### config.mk
export PLATFORM = sky130hd
export DESIGN_NAME = codec_meter_loopback_filter_regs
export DESIGN_NICKNAME = d
export VERILOG_FILES = /design/src/codec_meter_loop_pkg.sv /design/src/codec_meter_loopback_filter_regs.sv
export SDC_FILE = /design/constraint.sdc
export NUM_CORES = 1
export LEC_CHECK = 0
export BUFFER_PORTS_ARGS = -buffer_cell sky130_fd_sc_hd__buf_2
export CAP_MARGIN = 20
export CORE_UTILIZATION = 55
export CTS_CLUSTER_DIAMETER = 150
export DETAILED_ROUTE_END_ITERATION = 8
export PLACE_DENSITY = 0.79
export SYNTH_ARGS = -nofsm -noshare
export SYNTH_HDL_FRONTEND = slang
export SYNTH_SLANG_ARGS = --single-unit
### constraint.sdc
create_clock -name clk_sys -period 4.8 [get_ports clk_sys]
set_clock_uncertainty 0.15 [all_clocks]
set_input_delay 0 -clock clk_sys [delete_from_list [all_inputs] [get_ports clk_sys]]
set_output_delay 0 -clock clk_sys [all_outputs]
set_load 0.01 [all_outputs]
### src/codec_meter_loop_pkg.sv
// constants for the codec meter, loopback and filter select registers
package codec_meter_loop_pkg;
  // serial command byte layout
  localparam int CMD_W = 8;
  localparam int CMD_DIR_BIT = 7;
  localparam int ADDR_W = 7;
  localparam int XFER_CMD_LAST = 7;
  localparam int XFER_LAST = 15;
  localparam logic [4:0] BITCNT_CMD_DONE = 5'h08;

  // register addresses (the read code; the write code adds the direction bit)
  localparam logic [ADDR_W-1:0] ADDR_CHANNEL_FILTER_SELECT = 7'h00;
  localparam logic [ADDR_W-1:0] ADDR_METER_RESULT_LOW = 7'h31;
  localparam logic [ADDR_W-1:0] ADDR_LEVEL_METER_RESULT_HIGH = 7'h32;
  localparam logic [ADDR_W-1:0] ADDR_LEVEL_METER_SAMPLE_COUNT = 7'h33;
  localparam logic [ADDR_W-1:0] ADDR_LEVEL_METER_CONFIG = 7'h34;
  localparam logic [ADDR_W-1:0] ADDR_GLOBAL_LOOPBACK_POWER = 7'h35;

  // reset values
  localparam logic [7:0] FILTER_SELECT_RST = 8'h08;
  localparam logic [7:0] RESULT_RST = 8'h00;
  localparam logic [7:0] SAMPLE_COUNT_RST = 8'h00;
  localparam logic [7:0] METER_CONFIG_RST = 8'h00;
  localparam logic [7:0] LOOPBACK_POWER_RST = 8'h00;
  localparam logic [7:0] READ_UNMAPPED = 8'h00;

  // channel_filter_select fields
  localparam int FS_RECEIVE_GAIN = 7;
  localparam int FS_RECEIVE_CORR = 6;
  localparam int FS_TRANSMIT_GAIN = 5;
  localparam int FS_TRANSMIT_CORR = 4;
  localparam int FS_HIGH_PASS = 3;
  localparam int FS_IMP_SCALING = 2;
  localparam int FS_ECHO_CANCEL = 1;
  localparam int FS_IMP_MATCH = 0;

  // level_meter_config fields
  localparam int MC_METER_ON = 3;
  localparam int MC_LINEAR = 2;
  localparam int MC_CHAN_LSB = 0;
  localparam int MC_CHAN_W = 2;
  localparam logic [7:0] MC_WRITE_MASK = 8'h0f;

  // global_loopback_power fields
  localparam int LP_PLL_SLEEP = 5;
  localparam int LP_DIG_AT_ANALOG = 4;
  localparam int LP_ANA_AT_FRAME = 3;
  localparam int LP_DIG_AT_FRAME = 2;
  localparam int LP_SERIAL_DIG = 1;
  localparam int LP_SERIAL_ANA = 0;
  localparam logic [7:0] LP_WRITE_MASK = 8'h3f;

  // meter_result_lower ready flag
  localparam int READY_BIT = 0;

  // frame timing
  localparam int FRAME_TIME_NS = 125000;
  localparam int CLK_PERIOD_NS = 5;
  localparam int FRAME_CYCLES_DEF = FRAME_TIME_NS / CLK_PERIOD_NS;

  typedef enum logic [1:0] {PH_CMD, PH_READ, PH_WRITE, PH_IGNORE} phase_t;
endpackage : codec_meter_loop_pkg

### src/codec_meter_loopback_filter_regs.sv
// control registers, level meter and serial control port of the four-channel codec
`timescale 1ns/1ps
// Function
// - command msb selects write, else read
// - result upper byte read-only, resets zero
// - zero count copies sample straight through
// - count N samples over N frames
// - meter runs only while enable set
// - compressed mode copies sample into upper byte
// - linear mode meters into both result bytes
// - two-bit field picks metered channel one-four
// - pll sleep stops internal clocks
// - digital loop at analog interface, reset off
// - analog loop at frame-rate interface, reset off
// - digital loop at frame-rate interface, reset off
// - receive highway looped to transmit highway
// - transmit highway looped to receive path
// - bits 7/5 enable receive/transmit gain
// - bit 6 enables receive response correction
// - bit 4 enables transmit response correction
// - bit 3 high-pass, resets to one
// - bit 2 enables impedance scaling gain
// - bit 1 enables echo canceller
// - bit 0 enables impedance matcher
// - ready flag set, cleared by upper read
module codec_meter_loopback_filter_regs
  import codec_meter_loop_pkg::*;
#(
  parameter int NUM_CH = 4,
  parameter int SAMPLE_W = 16,
  parameter int FRAME_CYCLES = FRAME_CYCLES_DEF
) (
  input wire logic clk_sys,
  input wire logic rst_n,
  input wire logic cclk,
  input wire logic cs_n,
  input wire logic cdata_in,
  output logic cdata_out,
  output logic cdata_oe_n,
  input wire logic [NUM_CH-1:0] channel_mask,
  input wire logic [NUM_CH*SAMPLE_W-1:0] sample_in,
  output logic [NUM_CH-1:0] receive_gain,
  output logic [NUM_CH-1:0] receive_response_correction,
  output logic [NUM_CH-1:0] transmit_gain,
  output logic [NUM_CH-1:0] transmit_response_correction,
  output logic [NUM_CH-1:0] high_pass_on,
  output logic [NUM_CH-1:0] impedance_scaling_gain,
  output logic [NUM_CH-1:0] echo_canceller,
  output logic [NUM_CH-1:0] impedance_matcher,
  output logic pll_sleep,
  output logic digital_loop_at_analog,
  output logic analog_loop_at_frame_rate,
  output logic digital_loop_at_frame_rate,
  output logic serial_digital_loop,
  output logic serial_analog_loop,
  output logic meter_on,
  output logic meter_frame_tick
);

  // lowest channel in the mask answers reads of the per-channel byte
  function automatic logic [MC_CHAN_W-1:0] first_channel(input logic [NUM_CH-1:0] m);
    logic [MC_CHAN_W-1:0] r;
    r = '0;
    for (int i = NUM_CH - 1; i >= 0; i--) begin
      if (m[i]) begin
        r = MC_CHAN_W'(i);
      end
    end
    return r;
  endfunction : first_channel

  // two's complement magnitude; the most negative code maps to itself
  function automatic logic [SAMPLE_W-1:0] magnitude(input logic [SAMPLE_W-1:0] s);
    return s[SAMPLE_W-1] ? SAMPLE_W'(~s + 1'b1) : s;
  endfunction : magnitude

  // pin synchronisers; stage 1 feeds only stage 2
  logic cclk_s1_q, cclk_s2_q;
  // third cclk flop only feeds the edge detectors
  logic cclk_s3_q;
  logic cs_s1_q, cs_s2_q, din_s1_q, din_s2_q;
  logic [NUM_CH-1:0] mask_s1_q, mask_s2_q;

  always_ff @(posedge clk_sys or negedge rst_n) begin
    if (!rst_n) begin
      cclk_s1_q <= '0;
      cclk_s2_q <= '0;
      cclk_s3_q <= 1'b0;
      cs_s1_q <= 1'b1;
      cs_s2_q <= 1'b1;
      din_s1_q <= 1'b0;
      din_s2_q <= 1'b0;
      mask_s1_q <= '0;
      mask_s2_q <= '0;
    end else begin
      cclk_s1_q <= cclk;
      cclk_s2_q <= cclk_s1_q;
      cclk_s3_q <= cclk_s2_q;
      cs_s1_q <= cs_n;
      cs_s2_q <= cs_s1_q;
      din_s1_q <= cdata_in;
      din_s2_q <= din_s1_q;
      mask_s1_q <= channel_mask;
      mask_s2_q <= mask_s1_q;
    end
  end

  wire cclk_rise = cclk_s2_q & ~cclk_s3_q;
  wire cclk_fall = ~cclk_s2_q & cclk_s3_q;
  wire selected = ~cs_s2_q;

  // serial transfer state
  phase_t phase_q, phase_d;
  logic [4:0] bitcnt_q;
  logic [CMD_W-1:0] shift_q, out_q;
  logic oe_n_q;
  logic [ADDR_W-1:0] addr_q;

  wire [CMD_W-1:0] shift_next = {shift_q[CMD_W-2:0], din_s2_q};
  wire [ADDR_W-1:0] cmd_addr = shift_next[ADDR_W-1:0];
  wire cmd_is_write = shift_next[CMD_DIR_BIT];
  // only the first byte of a frame is a command; the bit counter wraps on long frames
  wire in_cmd = phase_q == PH_CMD;
  wire cmd_done = selected & cclk_rise & in_cmd & (bitcnt_q == 5'(XFER_CMD_LAST));
  wire data_done = selected & cclk_rise & (bitcnt_q == 5'(XFER_LAST));

  // registers
  logic [7:0] filter_q [NUM_CH];
  logic [7:0] count_q, config_q, loop_q, res_hi_q, res_lo_q;
  logic ready_q;

  // read-only and unknown codes fall back to ignoring the data byte
  wire cmd_writable = (cmd_addr == ADDR_CHANNEL_FILTER_SELECT) |
                      (cmd_addr == ADDR_LEVEL_METER_SAMPLE_COUNT) |
                      (cmd_addr == ADDR_LEVEL_METER_CONFIG) |
                      (cmd_addr == ADDR_GLOBAL_LOOPBACK_POWER);

  logic [7:0] read_data;
  always_comb begin
    if (cmd_addr == ADDR_CHANNEL_FILTER_SELECT) begin
      read_data = filter_q[first_channel(mask_s2_q)];
    end else if (cmd_addr == ADDR_METER_RESULT_LOW) begin
      read_data = {res_lo_q[7:1], ready_q};
    end else if (cmd_addr == ADDR_LEVEL_METER_RESULT_HIGH) begin
      read_data = res_hi_q;
    end else if (cmd_addr == ADDR_LEVEL_METER_SAMPLE_COUNT) begin
      read_data = count_q;
    end else if (cmd_addr == ADDR_LEVEL_METER_CONFIG) begin
      read_data = config_q & MC_WRITE_MASK;
    end else if (cmd_addr == ADDR_GLOBAL_LOOPBACK_POWER) begin
      read_data = loop_q & LP_WRITE_MASK;
    end else begin
      read_data = READ_UNMAPPED;
    end
  end

  always_comb begin
    phase_d = phase_q;
    case (phase_q)
      PH_CMD: begin
        if (cmd_done) begin
          if (!cmd_is_write) begin
            phase_d = PH_READ;
          end else if (cmd_writable) begin
            phase_d = PH_WRITE;
          end else begin
            phase_d = PH_IGNORE;
          end
        end
      end
      default: begin
        if (data_done) begin
          phase_d = PH_IGNORE;
        end
      end
    endcase
    if (!selected) begin
      phase_d = PH_CMD;
    end
  end

  wire wr_strobe = data_done & (phase_q == PH_WRITE);
  wire wr_filter = wr_strobe & (addr_q == ADDR_CHANNEL_FILTER_SELECT);
  wire wr_count = wr_strobe & (addr_q == ADDR_LEVEL_METER_SAMPLE_COUNT);
  wire wr_config = wr_strobe & (addr_q == ADDR_LEVEL_METER_CONFIG);
  wire wr_loop = wr_strobe & (addr_q == ADDR_GLOBAL_LOOPBACK_POWER);
  // the flag drops as the upper-byte command completes, before its data goes out
  wire rd_high = cmd_done & ~cmd_is_write & (cmd_addr == ADDR_LEVEL_METER_RESULT_HIGH);
  // data leaves on falling edges; the msb is already out after the command
  wire rd_shift = selected & cclk_fall & (phase_q == PH_READ) & (bitcnt_q > BITCNT_CMD_DONE);

  always_ff @(posedge clk_sys or negedge rst_n) begin
    if (!rst_n) begin
      phase_q <= PH_CMD;
      bitcnt_q <= '0;
      shift_q <= '0;
      addr_q <= '0;
    end else begin
      phase_q <= phase_d;
      bitcnt_q <= !selected ? '0 : (cclk_rise ? bitcnt_q + 5'h01 : bitcnt_q);
      shift_q <= (selected & cclk_rise) ? shift_next : shift_q;
      addr_q <= cmd_done ? cmd_addr : addr_q;
    end
  end

  always_ff @(posedge clk_sys or negedge rst_n) begin
    if (!rst_n) begin
      out_q <= '0;
      oe_n_q <= 1'b1;
    end else begin
      if (cmd_done & ~cmd_is_write) begin
        out_q <= read_data;
        oe_n_q <= 1'b0;
      end else if (rd_shift) begin
        out_q <= {out_q[CMD_W-2:0], 1'b0};
      end
      if (!selected || data_done) begin
        oe_n_q <= 1'b1;
      end
    end
  end

  assign cdata_out = out_q[CMD_W-1];
  assign cdata_oe_n = oe_n_q;

  // per-channel filter select; a write lands in every masked channel
  always_ff @(posedge clk_sys or negedge rst_n) begin
    if (!rst_n) begin
      for (int c = 0; c < NUM_CH; c++) begin
        filter_q[c] <= FILTER_SELECT_RST;
      end
    end else begin
      for (int c = 0; c < NUM_CH; c++) begin
        if (wr_filter && mask_s2_q[c]) begin
          filter_q[c] <= shift_next;
        end
      end
    end
  end

  // no cross-check of bits 0 and 2: the host owns that pairing
  for (genvar c = 0; c < NUM_CH; c++) begin : g_chan
    assign receive_gain[c] = filter_q[c][FS_RECEIVE_GAIN];
    assign receive_response_correction[c] = filter_q[c][FS_RECEIVE_CORR];
    assign transmit_gain[c] = filter_q[c][FS_TRANSMIT_GAIN];
    assign transmit_response_correction[c] = filter_q[c][FS_TRANSMIT_CORR];
    assign high_pass_on[c] = filter_q[c][FS_HIGH_PASS];
    assign impedance_scaling_gain[c] = filter_q[c][FS_IMP_SCALING];
    assign echo_canceller[c] = filter_q[c][FS_ECHO_CANCEL];
    assign impedance_matcher[c] = filter_q[c][FS_IMP_MATCH];
  end

  always_ff @(posedge clk_sys or negedge rst_n) begin
    if (!rst_n) begin
      count_q <= SAMPLE_COUNT_RST;
      config_q <= METER_CONFIG_RST;
      loop_q <= LOOPBACK_POWER_RST;
    end else begin
      count_q <= wr_count ? shift_next : count_q;
      config_q <= wr_config ? (shift_next & MC_WRITE_MASK) : config_q;
      loop_q <= wr_loop ? (shift_next & LP_WRITE_MASK) : loop_q;
    end
  end

  assign pll_sleep = loop_q[LP_PLL_SLEEP];
  assign digital_loop_at_analog = loop_q[LP_DIG_AT_ANALOG];
  assign analog_loop_at_frame_rate = loop_q[LP_ANA_AT_FRAME];
  assign digital_loop_at_frame_rate = loop_q[LP_DIG_AT_FRAME];
  assign serial_digital_loop = loop_q[LP_SERIAL_DIG];
  assign serial_analog_loop = loop_q[LP_SERIAL_ANA];
  assign meter_on = config_q[MC_METER_ON];

  // frame timer; frozen while the pll sleeps, since its clocks are gone
  logic [31:0] frame_cnt_q;
  logic tick_q;
  always_ff @(posedge clk_sys or negedge rst_n) begin
    if (!rst_n) begin
      frame_cnt_q <= '0;
      tick_q <= 1'b0;
    end else if (pll_sleep) begin
      tick_q <= 1'b0;
    end else begin
      tick_q <= (frame_cnt_q == 32'(FRAME_CYCLES - 1));
      frame_cnt_q <= (frame_cnt_q == 32'(FRAME_CYCLES - 1)) ? '0 : frame_cnt_q + 32'h1;
    end
  end
  assign meter_frame_tick = tick_q;

  // level meter
  wire [MC_CHAN_W-1:0] chan = config_q[MC_CHAN_LSB +: MC_CHAN_W];
  wire [SAMPLE_W-1:0] sample_sel = sample_in[chan*SAMPLE_W +: SAMPLE_W];
  wire [SAMPLE_W-1:0] mag = magnitude(sample_sel);
  wire linear = config_q[MC_LINEAR];
  wire step = tick_q & meter_on;
  logic [7:0] frames_q;
  logic [SAMPLE_W-1:0] peak_q;
  wire [SAMPLE_W-1:0] peak_now = (mag > peak_q) ? mag : peak_q;
  wire last_frame = (frames_q + 8'h01) == count_q;
  wire direct = count_q == SAMPLE_COUNT_RST;
  wire latch_lin = step & linear & (direct | last_frame);
  wire latch_cmp = step & ~linear;
  wire [SAMPLE_W-1:0] lin_result = direct ? sample_sel : peak_now;

  // disabling the meter or a zero count drops the partial interval
  always_ff @(posedge clk_sys or negedge rst_n) begin
    if (!rst_n) begin
      frames_q <= '0;
      peak_q <= '0;
    end else if (!meter_on || !linear || direct) begin
      frames_q <= '0;
      peak_q <= '0;
    end else if (step) begin
      frames_q <= last_frame ? '0 : frames_q + 8'h01;
      peak_q <= last_frame ? '0 : peak_now;
    end
  end

  // linear mode changes both bytes in the same edge, but a read pair can still straddle intervals; compressed mode writes only the upper byte
  always_ff @(posedge clk_sys or negedge rst_n) begin
    if (!rst_n) begin
      res_hi_q <= RESULT_RST;
      res_lo_q <= RESULT_RST;
    end else if (latch_lin) begin
      res_hi_q <= lin_result[SAMPLE_W-1 -: 8];
      res_lo_q <= lin_result[7:0];
    end else if (latch_cmp) begin
      res_hi_q <= sample_sel[7:0];
    end
  end

  // a new result in the same cycle as the upper read keeps the flag set
  always_ff @(posedge clk_sys or negedge rst_n) begin
    if (!rst_n) begin
      ready_q <= 1'b0;
    end else begin
      ready_q <= (latch_lin | latch_cmp) | (ready_q & ~rd_high);
    end
  end

endmodule : codec_meter_loopback_filter_regs

# ---- Word-level counts from Yosys, hierarchy flattened
# Index checks and enable logic that the tools add are counted.
dict set report word_totals {
  register_bits 169
  out_inout_bits 42
  wordCells 146
}
dict set report classes {
  shift 1
  eq_ne 15
  magnitude_cmp 3
  n_bitwise 35
  n_addsub 4
  reduce_logical 20
  muxes 39
}
# operator count
set ops {}
lappend ops {{2-to-1 mux 8 bit} 13}
lappend ops {{2-to-1 mux 16 bit} 6}
lappend ops {{variable part select 64 x 7 -> 16 bit} 1}
lappend ops {{equality test 7 x 6 -> 1 bit, second input constant} 8}
lappend ops {{adder 32 x 1 -> 32 bit, second input constant} 1}
lappend ops {{equality test 32 x 15 -> 1 bit, second input constant} 1}
lappend ops {{2-to-1 mux 32 bit} 1}
lappend ops {{AND 1 bit} 21}
lappend ops {{2-to-1 mux 2 bit} 10}
lappend ops {{adder 16 x 1 -> 16 bit, second input constant} 1}
lappend ops {{binary-select mux 8 bit (select 2 bit)} 1}
lappend ops {{> comparator 16 bit} 1}
lappend ops {{NOT 16 bit} 1}
lappend ops {{logical NOT 7 bit} 2}
lappend ops {{2-to-1 mux 6 bit} 2}
lappend ops {{2-to-1 mux 5 bit} 2}
lappend ops {{nonzero test 2 bit} 5}
lappend ops {{adder 8 x 1 -> 8 bit, second input constant} 1}
lappend ops {{equality test 8 bit} 1}
lappend ops {{logical NOT 8 bit} 1}
lappend ops {{NOT 1 bit} 6}
lappend ops {{bitwise OR 1 bit} 6}
lappend ops {{adder 5 x 1 -> 5 bit, second input constant} 1}
lappend ops {{equality test 5 x 3 -> 1 bit, second input constant} 1}
lappend ops {{other kinds (14)} 23}

# ---- Depth between registers and ports, before layout
dict set report depth {
  ltp_word 11
  depth_mapped 18
  mapped_depth_nobuf 15
}

# ---- Worst setup path before layout
# No wires, ideal clock.
dict set report synth_timing {
  path_type {reg2reg}
  from {reg config_q[0]}
  to {reg peak_q[11]}
  arrival_ns 4.242
  required_ns 4.584
  path_slack_ns 0.342
  n_path_buf 2
  synth_period_minus_slack_ns 4.458
  setup_ns 0.066
  stages_incl_launch_ff 16
  cell_sequence {dfrtp_1 buf_6 mux4_2 or4_4 nor4_4 a21oi_1 xor2_1 ha_1 nand3_1 nor4_1 a21bo_2 o211ai_1 nand2_1 nor2_1 buf_2 a22o_1}
}
dict set report synth_between {
  elab_chain_len 9
}
# element line_no
set synth_rtl {}
lappend synth_rtl {{from (decl)} codec_meter_loopback_filter_regs.sv:129} ;# logic [7:0] count_q, config_q, loop_q, res_hi_q, res_lo_q;
lappend synth_rtl {{from (signal assigned)} codec_meter_loopback_filter_regs.sv:260} ;# config_q <= wr_config ? (shift_next & MC_WRITE_MASK) : config_q;
lappend synth_rtl {{variable part select 64 x 7 -> 16 bit (*)} codec_meter_loopback_filter_regs.sv:291} ;# wire [SAMPLE_W-1:0] sample_sel = sample_in[chan*SAMPLE_W +: SAMPLE_W];
lappend synth_rtl {{NOT 16 bit} codec_meter_loopback_filter_regs.sv:74} ;# return s[SAMPLE_W-1] ? SAMPLE_W'(~s + 1'b1) : s;
lappend synth_rtl {{adder 16 x 1 -> 16 bit} codec_meter_loopback_filter_regs.sv:74}
lappend synth_rtl {{2-to-1 mux 16 bit (*)} codec_meter_loopback_filter_regs.sv:74}
lappend synth_rtl {{> comparator 16 bit} codec_meter_loopback_filter_regs.sv:297} ;# wire [SAMPLE_W-1:0] peak_now = (mag > peak_q) ? mag : peak_q;
lappend synth_rtl {{2-to-1 mux 16 bit (*)} codec_meter_loopback_filter_regs.sv:297}
lappend synth_rtl {{2-to-1 mux 16 bit (*)} codec_meter_loopback_filter_regs.sv:314} ;# peak_q <= last_frame ? '0 : peak_now;
lappend synth_rtl {{2-to-1 mux 16 bit (*)} codec_meter_loopback_filter_regs.sv:312} ;# end else if (step) begin
lappend synth_rtl {{2-to-1 mux 16 bit (*)} codec_meter_loopback_filter_regs.sv:309} ;# end else if (!meter_on || !linear || direct) begin
lappend synth_rtl {{to (signal assigned)} codec_meter_loopback_filter_regs.sv:314}
lappend synth_rtl {{to (decl)} codec_meter_loopback_filter_regs.sv:296} ;# logic [SAMPLE_W-1:0] peak_q;
# Every way passes the cells marked *; elsewhere a longest branch is shown, timed or not. The select of a mux whose other input is x is not followed.
# A chain may end at the register's enable or synchronous reset.

# ---- Worst setup path in the final report
dict set report layout_timing {
  from {reg config_q[0]}
  to {reg res_lo_q[3]}
}
dict set report layout_between {
  elab_chain_len 7
}
# element line_no
set layout_rtl {}
lappend layout_rtl {{variable part select 64 x 7 -> 16 bit (*)} codec_meter_loopback_filter_regs.sv:291}
lappend layout_rtl {{NOT 16 bit} codec_meter_loopback_filter_regs.sv:74}
lappend layout_rtl {{adder 16 x 1 -> 16 bit} codec_meter_loopback_filter_regs.sv:74}
lappend layout_rtl {{2-to-1 mux 16 bit} codec_meter_loopback_filter_regs.sv:74}
lappend layout_rtl {{> comparator 16 bit} codec_meter_loopback_filter_regs.sv:297}
lappend layout_rtl {{2-to-1 mux 16 bit} codec_meter_loopback_filter_regs.sv:297}
lappend layout_rtl {{2-to-1 mux 16 bit (*)} codec_meter_loopback_filter_regs.sv:302} ;# wire [SAMPLE_W-1:0] lin_result = direct ? sample_sel : peak_now;
lappend layout_rtl {{to (signal assigned)} codec_meter_loopback_filter_regs.sv:325} ;# res_lo_q <= lin_result[7:0];
lappend layout_rtl {{to (decl)} codec_meter_loopback_filter_regs.sv:129}
# Every way passes the cells marked *; elsewhere a longest branch is shown, timed or not.

==> out/results.ini <==
[sta]
finalCriticalPeriod_ps = 4590
min_period_over_period = 0.956
fmax_ghz = 0.218
fin_ws_ps = 212
finalSetupViolCount = 0
hold_viol_final = 0
fin_setup_tns_ps = 0
relSlewSlack = 0.317
slew_viol_final = 0
rsz0062_at_grt = true
worst_pin_slew_ps = 1020

[finish]
register_area_sq_um = 4210
final_cells = 1256
final_area_sq_um = 11000
multi_input_area_sq_um = 4820
area_growth_pct = 17.9
antenna_cells = 0
layout.nets = 1118
fin_util = 0.663
drive_gt1_frac = 0.277
fillCellCount = 1269

[global_routing]
grt_pass1_vias = 7330
grt_pass1_wl_um = 37800
antenna_found_initial = 0
grt_max_degree = 117
track_usage = 0.278
grt.overflow.total = 0

[setup_path]
reg2reg_depth = 15
cp.required_ps = 4970
r2r_start = config_q[0]
crit_end = res_lo_q[3]
cp-startpoint = config_q[0]
reg2reg_to = res_lo_q[3]
critical_path_depth = 15
max_stage_delay_ps = 540
end_kind = register
critPathLaunchType = register
critPathMaxFanout = 12
path_class = register to register
path_cells = buf_4, mux4_2, or4_4, nor4_4, a21oi_1, xor2_1, ha_1, nand3_1, nor4_2, a21bo_2, o211a_1, buf_4, nor3_1, a211oi_1, o22a_1
crit_family = simple AND/OR/NAND/NOR gates
cp.buffers_inverters = 2
cp.arrival_ps = 4760
crit_top_cell = buf_4
slowest_stage = or4_4
ff2ff_setup_slack_ps = 210

[cts]
tritoncts = built
cts_buffer_depth = 2
clkTransAtPathRegs_ps = 70
cts_sinks = 168
cts-root-buf = clkbuf_16
cts_setup_buffers = 0
clkLatencyLatePin_ps = 440
cts_buffers = 17
htreeDepth = 4

[place]
gp_congestion = 0.942
placed_area_sq_um = 10200
io_buffers = 114
post-place-ws_ps = 75.7
dp_hpwl_um = 16800
dp.cells = 1210

[route]
drc = 0
drtAntennaViolNets = 0
drtIter0Drc = 694
drt-total-wl_um = 23400
routed_via_density = 6.04
vias = 7588
avgRoutedWirePerCell_um = 18.6
drt_pass1_iterations = 6

[floorplan]
start_util = 0.563
die_w_um = 132
num_rows = 47
die-area_sq_um = 17400
dieHeight_um = 132
ios = 115
core_area_sq_um = 16500

[synthesis]
synth_area_leaders = dfrtp_1, mux2_2, nand2_1
synth.largest_area_cell = dfrtp_1
syn_nets = 983
netlist_top_cells_count = dfrtp_1, nand2_1, mux2_2, nor2_1
synth_ff_type = dfrtp_1
async_reset_ff_frac = 1.00
syn_area_sq_um = 9300
yosysMostFrequentCell = dfrtp_1
yosys_warnings = 0
ys_types = 72
syn_area_per_cell_sq_um = 10.5
synth-seq-cells = 168
yosys.area.top_type_share = 0.433
synth_edf_count = 0
synthCells = 888
yosysSeqAreaShare = 0.453

[pwr]
p_per_area_nw_per_um2 = 286
leakage_uw = 0.00507
vdd_drop_max_mv = 0.247

[flow_run]
maxCapViolations = 0

[hold_path]
worstHoldPathType = input pin to register
hold_start = sample_in[44]

[outcome]
outcome = finished, final reports clean

worst min-delay path, stage by stage:
cell and delay [ps]:
buf_2 70, mux4_2 270, a221oi_1 120, o21ai_1 120
sequential cells by signal, indices dropped and copies added (netlist names), 4 cells and up:
register,flops
mask_s1_q,4
receive_response_correction,4
echo_canceller,4
frame_cnt_q,32
addr_q,7
transmit_response_correction,4
bitcnt_q,5
mask_s2_q,4
res_lo_q,7
peak_q,16
transmit_gain,4
res_hi_q,8
impedance_matcher,4
receive_gain,4
impedance_scaling_gain,4
loop_q,6
config_q,4
count_q,8
out_q,8
frames_q,8
high_pass_on,4
shift_q,7
cell type report:
cell class | count | share of cell area
timing repair buffer | 160 | 0.0885
multi-input combinational | 646 | 0.439
clock inverter | 13 | 0.0122
tap | 220 | 0.0251
sequential | 168 | 0.384
clock buffer | 19 | 0.0404
inverter | 30 | 0.0103
worst min-delay path by stage:
stage | end | slack, ps | cells past startpoint
2_1_floorplan | addr_q[0] | -450 | 0
3_3_place_gp | cs_s1_q | -40 | 1
3_5_place_dp | cs_s1_q | -40 | 1
4_1_cts | res_hi_q[4] | 30 | 4
5_1_grt | res_hi_q[4] | 50 | 4
6_report | res_hi_q[4] | 40 | 4
power breakdown:
group / switching (uW) / total (uW) / internal [uW]
clock network: 602 / 1340 / 743
registers: 61.6 / 1500 / 1440
logic: 174 / 297 / 123
layout by cell type, fill, tap and decap left out, types with 18 or more instances in the layout:
cell / Yosys / final
mux2_2: 70 / 70
nand3_1: 18 / 18
inv_1: 30 / 30
xnor2_1: 37 / 37
buf_4: 0 / 33
dfrtp_1: 161 / 161
nor2_1: 70 / 70
o21ai_0: 37 / 37
a21oi_1: 30 / 30
nand2_1: 90 / 90
buf_2: 6 / 113
ha_1: 22 / 22
xor2_1: 22 / 22
metrics by stage:
step,hold WS (ps),total power (uW)
after floorplan,-446,1660
after global placement,-44.2,1800
after detailed placement,-43.7,1800
after CTS,28.2,3150
after global routing,48.3,3240
final,42.8,3140
logic make-up (layout without fill, tap and decap cells):
family	count (synthesis)	after routing	share of synthesized area
xor+xnor	60	60	0.0580
mux	104	104	0.147
buf+inv	74	222	0.0315
compound gates	169	169	0.124
flops	168	168	0.453
simple gates	291	291	0.157
fa+ha+maj	22	22	0.0296
timing repair:
action | in CTS | in global routing
hold buffers | 10 | 1
hold endpoints to repair | 116 | 14
endpoints found under the setup margin | 0 | 25
resized for setup | 0 | 5
layer usage:
| metal | vias up | GRT usage | part of all wire |
|---|---|---|---|
| met3 | 47 | 0.0642 | 0.075 |
| li1 | 3517 | - | - |
| met2 | 327 | 0.431 | 0.46 |
| met4 | 0 | 0.107 | 0.025 |
| met5 | - | 0 | 0 |
| met1 | 3697 | 0.382 | 0.44 |
(Power assumes the default switching activity.)
